==> src/pkg/fp_load_defines.svh <==
// Encodings, last float register and quad second-access offset for the float load decoder
// Assumes instruction bits are numbered 31 (msb) to 0 (lsb), with the opcode in bits 31:26
`ifndef FP_LOAD_DEFINES_SVH
`define FP_LOAD_DEFINES_SVH
`define OP_DWORD_LOAD_UPDATE 6'h33
`define OP_INDEXED_GROUP 6'h1f
`define XOP_DWORD_INDEXED_UPDATE 10'h277
`define XOP_DWORD_INDEXED 10'h257
`define OP_QUAD_LOAD 6'h38
`define OP_QUAD_LOAD_UPDATE 6'h39
`define QUAD_LOW_BITS 2'h0
`define LAST_FLOAT_REG 5'h1f
`define QUAD_SECOND_OFFSET 32'h00000008
`endif

==> src/pkg/fp_load_pkg.sv <==
// Types shared by the float load decoder files
// Assumes fp_load_defines.svh is compiled alongside
package fp_load_pkg;
    typedef enum logic [2:0] {
        LD_NONE, LD_DWORD_UPD, LD_DWORD_IDX_UPD, LD_DWORD_IDX, LD_QUAD, LD_QUAD_UPD
    } load_kind_t;
    typedef enum {
        ST_IDLE, ST_WAIT_FIRST, ST_WAIT_SECOND
    } load_state_t;
endpackage : fp_load_pkg

==> src/logic/fp_load_decode.sv <==
// Decode and execution control for float doubleword and quad loads
// Assumes register files and memory load path share core_clk; memory answers with mem_rsp_valid
`timescale 1ns/10ps
`include "fp_load_defines.svh"
module fp_load_decode
    import fp_load_pkg::*;
(
    // Clock and reset
    input wire logic core_clk,
    input wire logic rst,
    // Instruction issue
    input wire logic instr_valid,
    input wire logic [31:0] instr,
    output logic instr_ready,
    output logic instr_illegal,
    // Integer register read
    output logic [4:0] int_rd_a_addr,
    input wire logic [31:0] int_rd_a_data,
    output logic [4:0] int_rd_b_addr,
    input wire logic [31:0] int_rd_b_data,
    // Memory load path
    output logic mem_req,
    output logic [31:0] mem_addr,
    input wire logic mem_rsp_valid,
    input wire logic [63:0] mem_rsp_data,
    input wire logic mem_align_fault,
    input wire logic mem_storage_fault,
    // Float register write
    output logic float_wr_en,
    output logic [4:0] float_wr_addr,
    output logic [63:0] float_wr_data,
    // Integer base update
    output logic int_wr_en,
    output logic [4:0] int_wr_addr,
    output logic [31:0] int_wr_data,
    // Status and condition writes, always idle
    output logic fpscr_wr_en,
    output logic cr0_wr_en,
    // Completion
    output logic done,
    output logic fault
);
    ////////////////////////////////////////////////////////////////////////
    load_kind_t kind;
    logic [4:0] tgt_dec, base_dec, idx_dec;
    logic [31:0] disp_sext, quad_offset;
    fp_load_field_decode u_dec (
        .instr(instr),
        .kind(kind),
        .float_target_field(tgt_dec),
        .base_reg_field(base_dec),
        .index_reg_field(idx_dec),
        .disp_sext(disp_sext),
        .quad_offset(quad_offset)
    );
    ////////////////////////////////////////////////////////////////////////
    load_state_t state_ff;
    load_kind_t kind_ff;
    logic [4:0] tgt_ff, base_ff;
    logic [31:0] effective_addr;
    logic [31:0] addr_ff;
    logic fault_ff;
    logic is_upd, is_quad, take;
    logic [31:0] base_val, operand;
    logic [4:0] second_tgt;
    assign int_rd_a_addr = base_dec;
    assign int_rd_b_addr = idx_dec;
    assign instr_ready = (state_ff == ST_IDLE);
    assign take = instr_valid && instr_ready && kind != LD_NONE;
    assign instr_illegal = instr_valid && instr_ready && kind == LD_NONE;
    assign base_val = (base_dec != 5'h00) ? int_rd_a_data : 32'h00000000;
    always_comb begin
        case (kind)
            LD_DWORD_IDX_UPD, LD_DWORD_IDX: operand = int_rd_b_data;
            LD_QUAD, LD_QUAD_UPD: operand = quad_offset;
            default: operand = disp_sext;
        endcase
    end
    assign effective_addr = base_val + operand;
    assign is_upd = kind_ff == LD_DWORD_UPD || kind_ff == LD_DWORD_IDX_UPD || kind_ff == LD_QUAD_UPD;
    assign is_quad = kind_ff == LD_QUAD || kind_ff == LD_QUAD_UPD;
    assign second_tgt = (tgt_ff == `LAST_FLOAT_REG) ? 5'h00 : tgt_ff + 5'h01;
    assign mem_req = state_ff != ST_IDLE;
    assign mem_addr = (state_ff == ST_WAIT_SECOND) ? addr_ff + `QUAD_SECOND_OFFSET : addr_ff;
    assign fpscr_wr_en = 1'b0;
    assign cr0_wr_en = 1'b0;
    ////////////////////////////////////////////////////////////////////////
    // Sequencing
    always_ff @(posedge core_clk) begin
        if (rst) begin
            state_ff <= ST_IDLE;
        end else begin
            case (state_ff)
                ST_IDLE: if (take) state_ff <= ST_WAIT_FIRST;
                ST_WAIT_FIRST: begin
                    if (mem_rsp_valid) begin
                        if (mem_align_fault || mem_storage_fault || !is_quad) state_ff <= ST_IDLE;
                        else state_ff <= ST_WAIT_SECOND;
                    end
                end
                ST_WAIT_SECOND: if (mem_rsp_valid) state_ff <= ST_IDLE;
                default: state_ff <= ST_IDLE;
            endcase
        end
    end
    // Captured instruction
    always_ff @(posedge core_clk) begin
        if (rst) begin
            kind_ff <= LD_NONE;
            tgt_ff <= 5'h00;
            base_ff <= 5'h00;
            addr_ff <= 32'h00000000;
        end else if (take) begin
            kind_ff <= kind;
            tgt_ff <= tgt_dec;
            base_ff <= base_dec;
            addr_ff <= effective_addr;
        end
    end
    // Fault tracking
    always_ff @(posedge core_clk) begin
        if (rst || take) begin
            fault_ff <= 1'b0;
        end else if (mem_rsp_valid && state_ff != ST_IDLE && (mem_align_fault || mem_storage_fault)) begin
            fault_ff <= 1'b1;
        end
    end
    // Float register write
    always_ff @(posedge core_clk) begin
        if (rst) begin
            float_wr_en <= 1'b0;
            float_wr_addr <= 5'h00;
            float_wr_data <= 64'h0;
        end else begin
            float_wr_en <= mem_rsp_valid && state_ff != ST_IDLE && !mem_align_fault && !mem_storage_fault;
            float_wr_addr <= (state_ff == ST_WAIT_SECOND) ? second_tgt : tgt_ff;
            float_wr_data <= mem_rsp_data;
        end
    end
    // Base update and completion
    logic last_ok, last_any;
    assign last_any = mem_rsp_valid && ((state_ff == ST_WAIT_FIRST && (!is_quad || mem_align_fault
        || mem_storage_fault)) || state_ff == ST_WAIT_SECOND);
    assign last_ok = last_any && !mem_align_fault && !mem_storage_fault && !fault_ff;
    always_ff @(posedge core_clk) begin
        if (rst) begin
            int_wr_en <= 1'b0;
            int_wr_addr <= 5'h00;
            int_wr_data <= 32'h00000000;
            done <= 1'b0;
            fault <= 1'b0;
        end else begin
            int_wr_en <= last_ok && is_upd && base_ff != 5'h00;
            int_wr_addr <= base_ff;
            int_wr_data <= addr_ff;
            done <= last_any;
            fault <= last_any && !last_ok;
        end
    end
    ////////////////////////////////////////////////////////////////////////
    // Base register update
    a_no_update_idx: assert property (@(posedge core_clk) disable iff (rst)
        (last_any && kind_ff == LD_DWORD_IDX) |=> !int_wr_en) else $error("indexed load wrote base");
    a_update_needs_ok: assert property (@(posedge core_clk) disable iff (rst)
        int_wr_en |-> $past(last_ok) && int_wr_addr != 5'h00 && done) else $error("bad base update");
    a_update_on_ok: assert property (@(posedge core_clk) disable iff (rst)
        (last_ok && is_upd && base_ff != 5'h00) |=> int_wr_en && int_wr_data == $past(addr_ff))
        else $error("missing base update");
    a_fault_no_write: assert property (@(posedge core_clk) disable iff (rst)
        (state_ff != ST_IDLE && mem_rsp_valid && (mem_align_fault || mem_storage_fault))
        |=> !float_wr_en && !int_wr_en && done && fault) else $error("faulting access wrote");
    // Float register steering
    a_dword_target: assert property (@(posedge core_clk) disable iff (rst)
        (state_ff == ST_WAIT_FIRST && mem_rsp_valid && !mem_align_fault && !mem_storage_fault)
        |=> float_wr_en && float_wr_addr == $past(tgt_ff)) else $error("first target wrong");
    a_quad_wrap: assert property (@(posedge core_clk) disable iff (rst)
        (state_ff == ST_WAIT_SECOND && mem_rsp_valid && tgt_ff == 5'h1f && !mem_align_fault && !mem_storage_fault)
        |=> float_wr_en && float_wr_addr == 5'h00) else $error("quad wrap wrong");
    a_quad_next_reg: assert property (@(posedge core_clk) disable iff (rst)
        (state_ff == ST_WAIT_SECOND && mem_rsp_valid && tgt_ff != 5'h1f && !mem_align_fault && !mem_storage_fault)
        |=> float_wr_en && float_wr_addr == $past(tgt_ff) + 5'h01) else $error("quad next register wrong");
    a_quad_second_addr: assert property (@(posedge core_clk) disable iff (rst)
        state_ff == ST_WAIT_SECOND |-> mem_addr == addr_ff + 32'h8) else $error("second address wrong");
    a_first_addr: assert property (@(posedge core_clk) disable iff (rst)
        state_ff == ST_WAIT_FIRST |-> mem_addr == addr_ff) else $error("first address wrong");
    a_data_passthru: assert property (@(posedge core_clk) disable iff (rst)
        float_wr_en |-> float_wr_data == $past(mem_rsp_data)) else $error("data altered");
    a_status_idle: assert property (@(posedge core_clk) disable iff (rst)
        !fpscr_wr_en && !cr0_wr_en) else $error("status written");
    // Address formation at capture
    a_addr_base_zero: assert property (@(posedge core_clk) disable iff (rst)
        (take && kind == LD_DWORD_UPD && base_dec == 5'h00) |=> addr_ff == $past(disp_sext))
        else $error("address with zero base wrong");
    a_addr_disp_base: assert property (@(posedge core_clk) disable iff (rst)
        (take && kind == LD_DWORD_UPD && base_dec != 5'h00) |=> addr_ff == $past(int_rd_a_data) + $past(disp_sext))
        else $error("displacement address wrong");
    a_addr_indexed: assert property (@(posedge core_clk) disable iff (rst)
        (take && kind == LD_DWORD_IDX && base_dec != 5'h00) |=> addr_ff == $past(int_rd_a_data) + $past(int_rd_b_data))
        else $error("indexed address wrong");
    a_addr_idx_zero: assert property (@(posedge core_clk) disable iff (rst)
        (take && (kind == LD_DWORD_IDX || kind == LD_DWORD_IDX_UPD) && base_dec == 5'h00)
        |=> addr_ff == $past(int_rd_b_data)) else $error("indexed zero base address wrong");
    a_addr_quad: assert property (@(posedge core_clk) disable iff (rst)
        (take && kind == LD_QUAD && base_dec == 5'h00) |=> addr_ff == $past(quad_offset)) else $error("quad offset");
    a_addr_quad_base: assert property (@(posedge core_clk) disable iff (rst)
        (take && (kind == LD_QUAD || kind == LD_QUAD_UPD) && base_dec != 5'h00)
        |=> addr_ff == $past(int_rd_a_data) + $past(quad_offset)) else $error("quad base address wrong");
    // Opcode recognition
    a_decode_disp: assert property (@(posedge core_clk) disable iff (rst)
        instr[31:26] == 6'h33 |-> kind == LD_DWORD_UPD) else $error("displacement load not decoded");
    a_decode_idx_upd: assert property (@(posedge core_clk) disable iff (rst)
        (instr[31:26] == 6'h1f && instr[10:1] == 10'h277) |-> kind == LD_DWORD_IDX_UPD)
        else $error("indexed update load not decoded");
    a_decode_idx: assert property (@(posedge core_clk) disable iff (rst)
        (instr[31:26] == 6'h1f && instr[10:1] == 10'h257) |-> kind == LD_DWORD_IDX)
        else $error("indexed load not decoded");
    a_decode_quad_bits: assert property (@(posedge core_clk) disable iff (rst)
        (instr[31:26] == 6'h38 && instr[1:0] != 2'b00) |-> kind == LD_NONE) else $error("bad quad word accepted");
    a_decode_quad_upd: assert property (@(posedge core_clk) disable iff (rst)
        (instr[31:26] == 6'h39 && instr[1:0] == 2'b00) |-> kind == LD_QUAD_UPD) else $error("quad update not decoded");
endmodule : fp_load_decode

==> src/logic/fp_load_field_decode.sv <==
// Combinational field extraction and opcode match for one instruction word
// Assumes the word is stable while instr_valid is high
`timescale 1ns/10ps
`include "fp_load_defines.svh"
module fp_load_field_decode
    import fp_load_pkg::*;
(
    // Instruction
    input wire logic [31:0] instr,
    // Decoded fields
    output load_kind_t kind,
    output logic [4:0] float_target_field,
    output logic [4:0] base_reg_field,
    output logic [4:0] index_reg_field,
    output logic [31:0] disp_sext,
    output logic [31:0] quad_offset
);
    logic [5:0] opcode;
    logic [9:0] xop;
    logic [13:0] word_displacement_field;
    assign opcode = instr[31:26];
    assign float_target_field = instr[25:21];
    assign base_reg_field = instr[20:16];
    assign index_reg_field = instr[15:11];
    assign xop = instr[10:1];
    assign word_displacement_field = instr[15:2];
    assign disp_sext = {{16{instr[15]}}, instr[15:0]};
    assign quad_offset = {{16{word_displacement_field[13]}}, word_displacement_field, 2'b00};
    always_comb begin
        kind = LD_NONE;
        if (opcode == `OP_DWORD_LOAD_UPDATE) begin
            kind = LD_DWORD_UPD;
        end else if (opcode == `OP_INDEXED_GROUP && xop == `XOP_DWORD_INDEXED_UPDATE) begin
            kind = LD_DWORD_IDX_UPD;
        end else if (opcode == `OP_INDEXED_GROUP && xop == `XOP_DWORD_INDEXED) begin
            kind = LD_DWORD_IDX;
        end else if (opcode == `OP_QUAD_LOAD && instr[1:0] == `QUAD_LOW_BITS) begin
            kind = LD_QUAD;
        end else if (opcode == `OP_QUAD_LOAD_UPDATE && instr[1:0] == `QUAD_LOW_BITS) begin
            kind = LD_QUAD_UPD;
        end
    end
endmodule : fp_load_field_decode

==> config.mk <==
export PLATFORM = sky130hd
export DESIGN_NAME = fp_load_decode
export DESIGN_NICKNAME = d
export VERILOG_FILES = /design/src/pkg/fp_load_pkg.sv /design/src/logic/fp_load_decode.sv /design/src/logic/fp_load_field_decode.sv
export VERILOG_INCLUDE_DIRS = /design/src /design/src/pkg
export SDC_FILE = /design/constraint.sdc
export NUM_CORES = 1
export LEC_CHECK = 0
export BUFFER_PORTS_ARGS = -buffer_cell sky130_fd_sc_hd__clkbuf_2
export CELL_PAD_IN_SITES_DETAIL_PLACEMENT = 1
export CELL_PAD_IN_SITES_GLOBAL_PLACEMENT = 1
export CORE_ASPECT_RATIO = 0.5
export CORE_MARGIN = 2
export CORE_UTILIZATION = 37
export DETAILED_ROUTE_END_ITERATION = 10
export PLACE_DENSITY = 0.83
export SYNTH_ARGS = -nofsm -noshare
export SYNTH_HDL_FRONTEND = slang
export SYNTH_SLANG_ARGS = --single-unit
export TNS_END_PERCENT = 20
==> constraint.sdc <==
create_clock -name core_clk -period 9.95 [get_ports core_clk]
set_clock_uncertainty 0.05 [all_clocks]
set_input_delay 1.4925 -clock core_clk [delete_from_list [all_inputs] [get_ports core_clk]]
set_output_delay 1.4925 -clock core_clk [all_outputs]
set_load 0.02 [all_outputs]
## Yosys cells after proc, flatten, opt, wreduce, memory -nomap -nowiden

Cells that the tools add are included.

- Register bits: 188
- Input port bits: 166
- Word-level logic and storage cells: 98

- Add/sub/neg operators: 3
- Equality and inequality tests: 22
- Mux-type cells: 15
- Reduce and logical (&&, ||, !) cells: 44

Operator list:

| cell | count |
|---|---|
| 32-bit two-way mux | 5 |
| 32-bit case mux with 3 select lines | 1 |
| 32-bit by 2-bit == test with 1-bit output (second input constant) | 2 |
| 32-bit logical NOT | 2 |
| 32-bit case mux with 2 select lines | 1 |
| 32-bit adder | 1 |
| 32-bit by 4-bit adder with 32-bit output (second input constant) | 1 |
| 32-bit by 1-bit == test with 1-bit output (second input constant) | 1 |
| 32-bit by 3-bit == test with 1-bit output (second input constant) | 1 |
| 32-bit nonzero test | 1 |
| 10-bit == test (second input constant) | 2 |
| 1-bit logical AND | 19 |
| 6-bit == test (second input constant) | 3 |
| 3-bit two-way mux | 5 |
| 3-bit == test (second input constant) | 4 |
| 5-bit two-way mux | 2 |
| 5-bit nonzero test | 2 |
| 3-bit by 2-bit == test with 1-bit output (second input constant) | 3 |
| 1-bit logical OR | 9 |
| 6-bit by 5-bit == test with 1-bit output (second input constant) | 1 |
| 2-bit != test (second input constant) | 3 |
| 5-bit by 1-bit adder with 5-bit output (second input constant) | 1 |
| 5-bit == test (second input constant) | 1 |
| 1-bit logical NOT | 5 |
| other kinds (7) | 8 |

## Depth between registers and ports, before layout

- Depth in word-level cells: 13
- Depth in mapped cells: 17
- Gate-level depth less buffers: 15

## Cells and area by module

A second synthesis with hierarchy kept.

- Cells, all modules: 1004
- Area, all modules: 8431.8 sq um

Modules (own cells, without submodules):

| module | times used | cells an instance | area an instance (sq um) | seq. area each (sq um) |
|---|---|---|---|---|
| fp_load_decode | 1 | 912 | 7727.4 | 3163.0 |
| fp_load_field_decode | 1 | 92 | 704.4 | 0.0 |

## Worst setup path before layout

No wires, ideal clock.

- Kind: input port to flip-flop
- Start point: in instr[8]
- End point: reg addr_ff[24]
- Library setup time: 62 ps
- Arrival: 4871 ps
- Slack: 4967 ps
- Stages: 17
- Buffers on the path: 2
- Cell sequence: or3b_1 > nor4_1 > buf_2 > buf_1 > nand2_1 > nand2_1 > ha_1 > inv_1 > fa_1 > and2b_1 > o31ai_2 > a211oi_2 > o2111ai_1 > a21boi_1 > o211ai_1 > a2111o_1 > nand3_1

- Cells in the longest elaborated chain, start to end: 9
- Elaborated cells on any way between the ends: 17

Ends and longest elaborated chain:

| element | line | RTL |
|---|---|---|
| start: declaration | fp_load_decode.sv:13 | `input wire logic [31:0] instr,` |
| 10-bit == test (no source line) | n/a |  |
| 1-bit logical AND (no source line) | n/a |  |
| 3-bit two-way mux | fp_load_field_decode.sv:35 | `` end else if (opcode == `OP_INDEXED_GROUP && xop == `XOP_DWORD_INDEXED) begin `` |
| 3-bit two-way mux | fp_load_field_decode.sv:33 | `` end else if (opcode == `OP_INDEXED_GROUP && xop == `XOP_DWORD_INDEXED_UPDATE) begin `` |
| 3-bit two-way mux | fp_load_field_decode.sv:31 | `` if (opcode == `OP_DWORD_LOAD_UPDATE) begin `` |
| 3-bit == test / 3-bit by 2-bit == test with 1-bit output (equally long branches) | fp_load_decode.sv:73 | `case (kind)` |
| 2-bit OR reduction | fp_load_decode.sv:73 |  |
| 32-bit case mux with 2 select lines | fp_load_decode.sv:73 |  |
| 32-bit adder | fp_load_decode.sv:79 | `assign effective_addr = base_val + operand;` |
| end signal: assignment | fp_load_decode.sv:117 | `addr_ff <= effective_addr;` |
| end: declaration | fp_load_decode.sv:61 | `logic [31:0] addr_ff;` |

Several ways; a longest one is shown, not always the timed one.
A chain may end at the register's enable or synchronous reset.

## Worst setup path after layout

- Start point: in instr[8]
- End point: reg addr_ff[27]

The elaborated chain is that of the path after synthesis.

==> impl_metrics.xml <==
<?xml version="1.0" encoding="UTF-8"?>
<metrics>
  <group name="critical_path">
    <metric name="startpoint_type" unit="">input pin</metric>
    <metric name="critical-path-max-stage-delay" unit="ns">0.47</metric>
    <metric name="cp_slowest_cell" unit="">sky130_fd_sc_hd__or3b_1</metric>
    <metric name="timing.critical_path.required" unit="ns">10.21</metric>
    <metric name="timing.critical_path.mode_cell" unit="">sky130_fd_sc_hd__a31oi_4</metric>
    <metric name="critical_path_arrival" unit="ns">5.47</metric>
    <metric name="path_class" unit="">input pin to register</metric>
    <metric name="worst_reg_to_reg_cells" unit="">7</metric>
    <metric name="cells_traversed_along_the_worst_timing_path" unit="">clkbuf_2 &gt; or3b_1 &gt; nor4_2 &gt; buf_4 &gt; mux2_2 &gt; ha_1 &gt; a21oi_1 &gt; o211ai_1 &gt; a41oi_1 &gt; a31oi_4 &gt; a31oi_4 &gt; a311o_1 &gt; nand2_1 &gt; a32o_1</metric>
    <metric name="critical_path.endpoint_type" unit="">register</metric>
    <metric name="r2r_path_end" unit="">addr_ff[30]$_SDFFE_PP0P_</metric>
    <metric name="critical_path_peak_fanout" unit="">25</metric>
    <metric name="worstReg2RegStart" unit="">state_ff[1]$_SDFFE_PP0P_</metric>
    <metric name="reg2reg_setup_slack" unit="ns">7.34</metric>
  </group>
  <group name="routing">
    <metric name="avgRoutedWirePerCell" unit="µm">18.2</metric>
    <metric name="post_drt_via_cell_ratio" unit="">5.03</metric>
    <metric name="dr_total_vias" unit="">7292</metric>
    <metric name="route.detailed.drc" unit="">0</metric>
    <metric name="firstDrtPassIters" unit="">4</metric>
    <metric name="detail-route-antenna-nets" unit="">0</metric>
    <metric name="routed_wl" unit="mm">26.4</metric>
    <metric name="detail_route.iter0.violations" unit="">331</metric>
  </group>
  <group name="sta">
    <metric name="finalWorstPathRequiredPeriod" unit="ns">5.20</metric>
    <metric name="report.final.setup_viol" unit="">0</metric>
    <metric name="timing_worst_slew_pin_value" unit="ns">1.12</metric>
    <metric name="final-hold-violation-count" unit="">0</metric>
    <metric name="relSlewSlack" unit="%">25.3</metric>
    <metric name="report.final.slew_viol_count" unit="">0</metric>
    <metric name="finalHoldWorstSlack" unit="ns">0.415</metric>
    <metric name="finalSetupTns" unit="ns">0</metric>
    <metric name="final_min_period_over_clock_period" unit="%">52.3</metric>
    <metric name="max_fclk" unit="MHz">192</metric>
    <metric name="grt_setup_unrepaired" unit="">false</metric>
  </group>
  <group name="global_routing">
    <metric name="antenna_violations_before_repair" unit="">0</metric>
    <metric name="grt_start_max_net_pins" unit="">106</metric>
    <metric name="grt_first_pass_wirelength" unit="mm">40.8</metric>
    <metric name="groute.usage.overall" unit="%">23.5</metric>
    <metric name="first_global_vias" unit="">7644</metric>
    <metric name="overflow" unit="">0</metric>
  </group>
  <group name="yosys">
    <metric name="ys.flop_type" unit="">sky130_fd_sc_hd__dfxtp_1</metric>
    <metric name="yosys-top-cells-count" unit="">sky130_fd_sc_hd__dfxtp_1, sky130_fd_sc_hd__nor2b_1, sky130_fd_sc_hd__nand2_1</metric>
    <metric name="synth.ff_latch_count" unit="">158</metric>
    <metric name="post_synth_instance_area" unit="µm²">7690</metric>
    <metric name="cells_after_synth" unit="">875</metric>
    <metric name="yosysSeqAreaShare" unit="%">41.1</metric>
    <metric name="synthDominantCellAreaShare" unit="%">41.1</metric>
    <metric name="synth.top_cells.by_area" unit="">sky130_fd_sc_hd__dfxtp_1, sky130_fd_sc_hd__nor2b_1, sky130_fd_sc_hd__nand2_1</metric>
    <metric name="yosysMostFrequentCell" unit="">sky130_fd_sc_hd__dfxtp_1</metric>
    <metric name="ys_async_sr_fraction" unit="%">0</metric>
    <metric name="mean_syn_cell_area" unit="µm²">8.79</metric>
    <metric name="synth_enable_flop_cells" unit="">0</metric>
    <metric name="ys_types" unit="">79</metric>
    <metric name="yosys.area.top_type" unit="">sky130_fd_sc_hd__dfxtp_1</metric>
    <metric name="synth_warnings" unit="">0</metric>
  </group>
  <group name="floorplan">
    <metric name="fp.dieArea" unit="µm²">22000</metric>
    <metric name="initial_utilization" unit="%">37.6</metric>
    <metric name="num_rows" unit="">37</metric>
    <metric name="core-area" unit="µm²">20500</metric>
    <metric name="die_h" unit="µm">106</metric>
    <metric name="die_width" unit="µm">208</metric>
    <metric name="io_pins" unit="">323</metric>
  </group>
  <group name="power">
    <metric name="vdd_ir_drop_max" unit="µV">111</metric>
    <metric name="power.leakage" unit="nW">4.60</metric>
    <metric name="cellPowerDensity" unit="nW/µm²">158</metric>
    <metric name="power.total" unit="W">0.00158</metric>
  </group>
  <group name="finish">
    <metric name="fin_area" unit="µm²">10000</metric>
    <metric name="n_fill_cell" unit="">2506</metric>
    <metric name="antennaDiodeCount" unit="">0</metric>
    <metric name="finalNetCount" unit="">1366</metric>
    <metric name="register_area" unit="µm²">3160</metric>
    <metric name="final_core_utilization" unit="%">48.9</metric>
    <metric name="final_layout_size_suffix_gt1_share" unit="%">32.7</metric>
    <metric name="flow.area_growth_from_synthesis" unit="%">30.1</metric>
    <metric name="multiInputGateArea" unit="µm²">4200</metric>
  </group>
  <group name="hold_path">
    <metric name="min_delay_worst_endpoint" unit="">addr_ff[18]$_SDFFE_PP0P_</metric>
    <metric name="hold_path_startpoint" unit="">addr_ff[18]$_SDFFE_PP0P_</metric>
    <metric name="hold_class" unit="">register to register</metric>
    <metric name="min_path_cells" unit="">2</metric>
  </group>
  <group name="cts">
    <metric name="post-cts-setup-buffers" unit="">0</metric>
    <metric name="numCtsBuffers" unit="">17</metric>
    <metric name="tritoncts" unit="">built</metric>
    <metric name="cts_buffer_depth" unit="">2</metric>
    <metric name="cts.hold.buffers_added" unit="">0</metric>
    <metric name="path_clk_slew" unit="ns">0.07</metric>
    <metric name="clock_insertion_delay_worst_skew" unit="ns">0.42</metric>
    <metric name="clk_root_buffer_cell" unit="">sky130_fd_sc_hd__clkbuf_16</metric>
    <metric name="clock-sinks" unit="">158</metric>
    <metric name="resized_cells_post_cts" unit="">0</metric>
    <metric name="ctsHtreeMaxLevel" unit="">4</metric>
  </group>
  <group name="outcome">
    <metric name="status" unit="">finished, final reports clean</metric>
  </group>
  <group name="placement">
    <metric name="post-dp-hpwl" unit="mm">20.8</metric>
    <metric name="place_congestion" unit="">0.918</metric>
    <metric name="dpl-instance-area" unit="µm²">9390</metric>
    <metric name="port_buffers" unit="">320</metric>
  </group>
  <group name="run">
    <metric name="timing.max_cap.violations" unit="">0</metric>
  </group>
</metrics>
-- metal layers --
layer | vias up | routed length [µm] | GRT usage, %
met5 | - | 0 | 0
met4 | 0 | 847 | 9.98
met3 | 46 | 1140 | 4.43
met2 | 195 | 13100 | 41.6
met1 | 3491 | 11300 | 28.1
li1 | 3560 | - | -
-- metrics by stage --
| stage | std cells | setup WS (ns) |
|---|---|---|
| 2_1_floorplan | 876 | 4.97 |
| 3_3_place_gp | 1419 | 4.49 |
| 3_5_place_dp | 1419 | 4.33 |
| 4_1_cts | 1451 | 4.78 |
| 5_1_grt | 1451 | 4.42 |
| 6_report | 1451 | 4.75 |
-- cell families (layout without fill, tap and decap cells) --
logic type,after synthesis,after routing,share of synthesized area [%]
AND/OR/NAND/NOR,401,401,28.2
other,1,2,0.0488
multiplexers,8,8,1.12
adder cells (fa/ha/maj),35,35,5.79
buffers and inverters,66,368,4.38
XOR/XNOR,43,43,4.90
AO/OA/AOI/OAI,163,163,14.4
flip-flops,158,158,41.1
-- report_power, final --
part / internal, W / switching (W) / total [W]
clock network: 0.000408 / 0.000285 / 0.000694
logic: 0.0000971 / 0.000139 / 0.000236
registers: 0.000648 / 0.00000634 / 0.000655
-- flip-flops by register name, summed over array words and instances (netlist names) --
name / flops
addr_ff: 32
base_ff: 5
done: 1
fault: 1
fault_ff: 1
float_wr_addr: 5
float_wr_data: 64
float_wr_en: 1
int_wr_addr: 5
int_wr_data: 32
int_wr_en: 1
kind_ff: 3
state_ff: 2
tgt_ff: 5
-- cell usage in the layout (no fill, tap or decap), types with 6 or more instances in the layout --
master and count:
sky130_fd_sc_hd__xor2_1 14, sky130_fd_sc_hd__o211ai_1 7, sky130_fd_sc_hd__nand2b_1 8, sky130_fd_sc_hd__dfxtp_1 158, sky130_fd_sc_hd__nand3_1 18, sky130_fd_sc_hd__nand2_1 119, sky130_fd_sc_hd__o21a_1 9, sky130_fd_sc_hd__nand4_1 13
sky130_fd_sc_hd__o21ai_0 22, sky130_fd_sc_hd__clkbuf_2 319, sky130_fd_sc_hd__a21oi_1 60, sky130_fd_sc_hd__nor2_1 39, sky130_fd_sc_hd__a211oi_1 10, sky130_fd_sc_hd__nor2b_1 134, sky130_fd_sc_hd__inv_1 11, sky130_fd_sc_hd__a21o_1 11
sky130_fd_sc_hd__clkbuf_16 17, sky130_fd_sc_hd__or3_1 6, sky130_fd_sc_hd__xnor2_1 29, sky130_fd_sc_hd__nor3_1 15, sky130_fd_sc_hd__ha_1 34
-- how the worst max path moves through the flow --
stage,end,slack [ns],start,cells past startpoint
2_1_floorplan,addr_ff[24]$_SDFFE_PP0P_,4.97,instr[8],17
3_3_place_gp,addr_ff[27]$_SDFFE_PP0P_,4.49,instr[8],14
3_5_place_dp,addr_ff[27]$_SDFFE_PP0P_,4.33,instr[8],14
4_1_cts,addr_ff[27]$_SDFFE_PP0P_,4.78,instr[8],14
5_1_grt,addr_ff[24]$_SDFFE_PP0P_,4.42,instr[8],17
6_report,addr_ff[27]$_SDFFE_PP0P_,4.75,instr[8],14
-- critical path, delay by kind of cell --
family	cells	cell delay, ns
compound gates	7	1.84
simple gates	3	0.91
buf+inv	2	0.47
mux	1	0.38
fa+ha+maj	1	0.36
-- area by class of cell --
class / count / share of cell area (%)
inverter: 12 / 0.450
tap: 273 / 3.41
clock inverter: 13 / 1.76
multi-input combinational: 652 / 42.0
clock buffer: 19 / 4.43
sequential: 158 / 31.6
timing repair buffer: 324 / 16.3
Note: power is estimated with default switching activity, not from simulation.
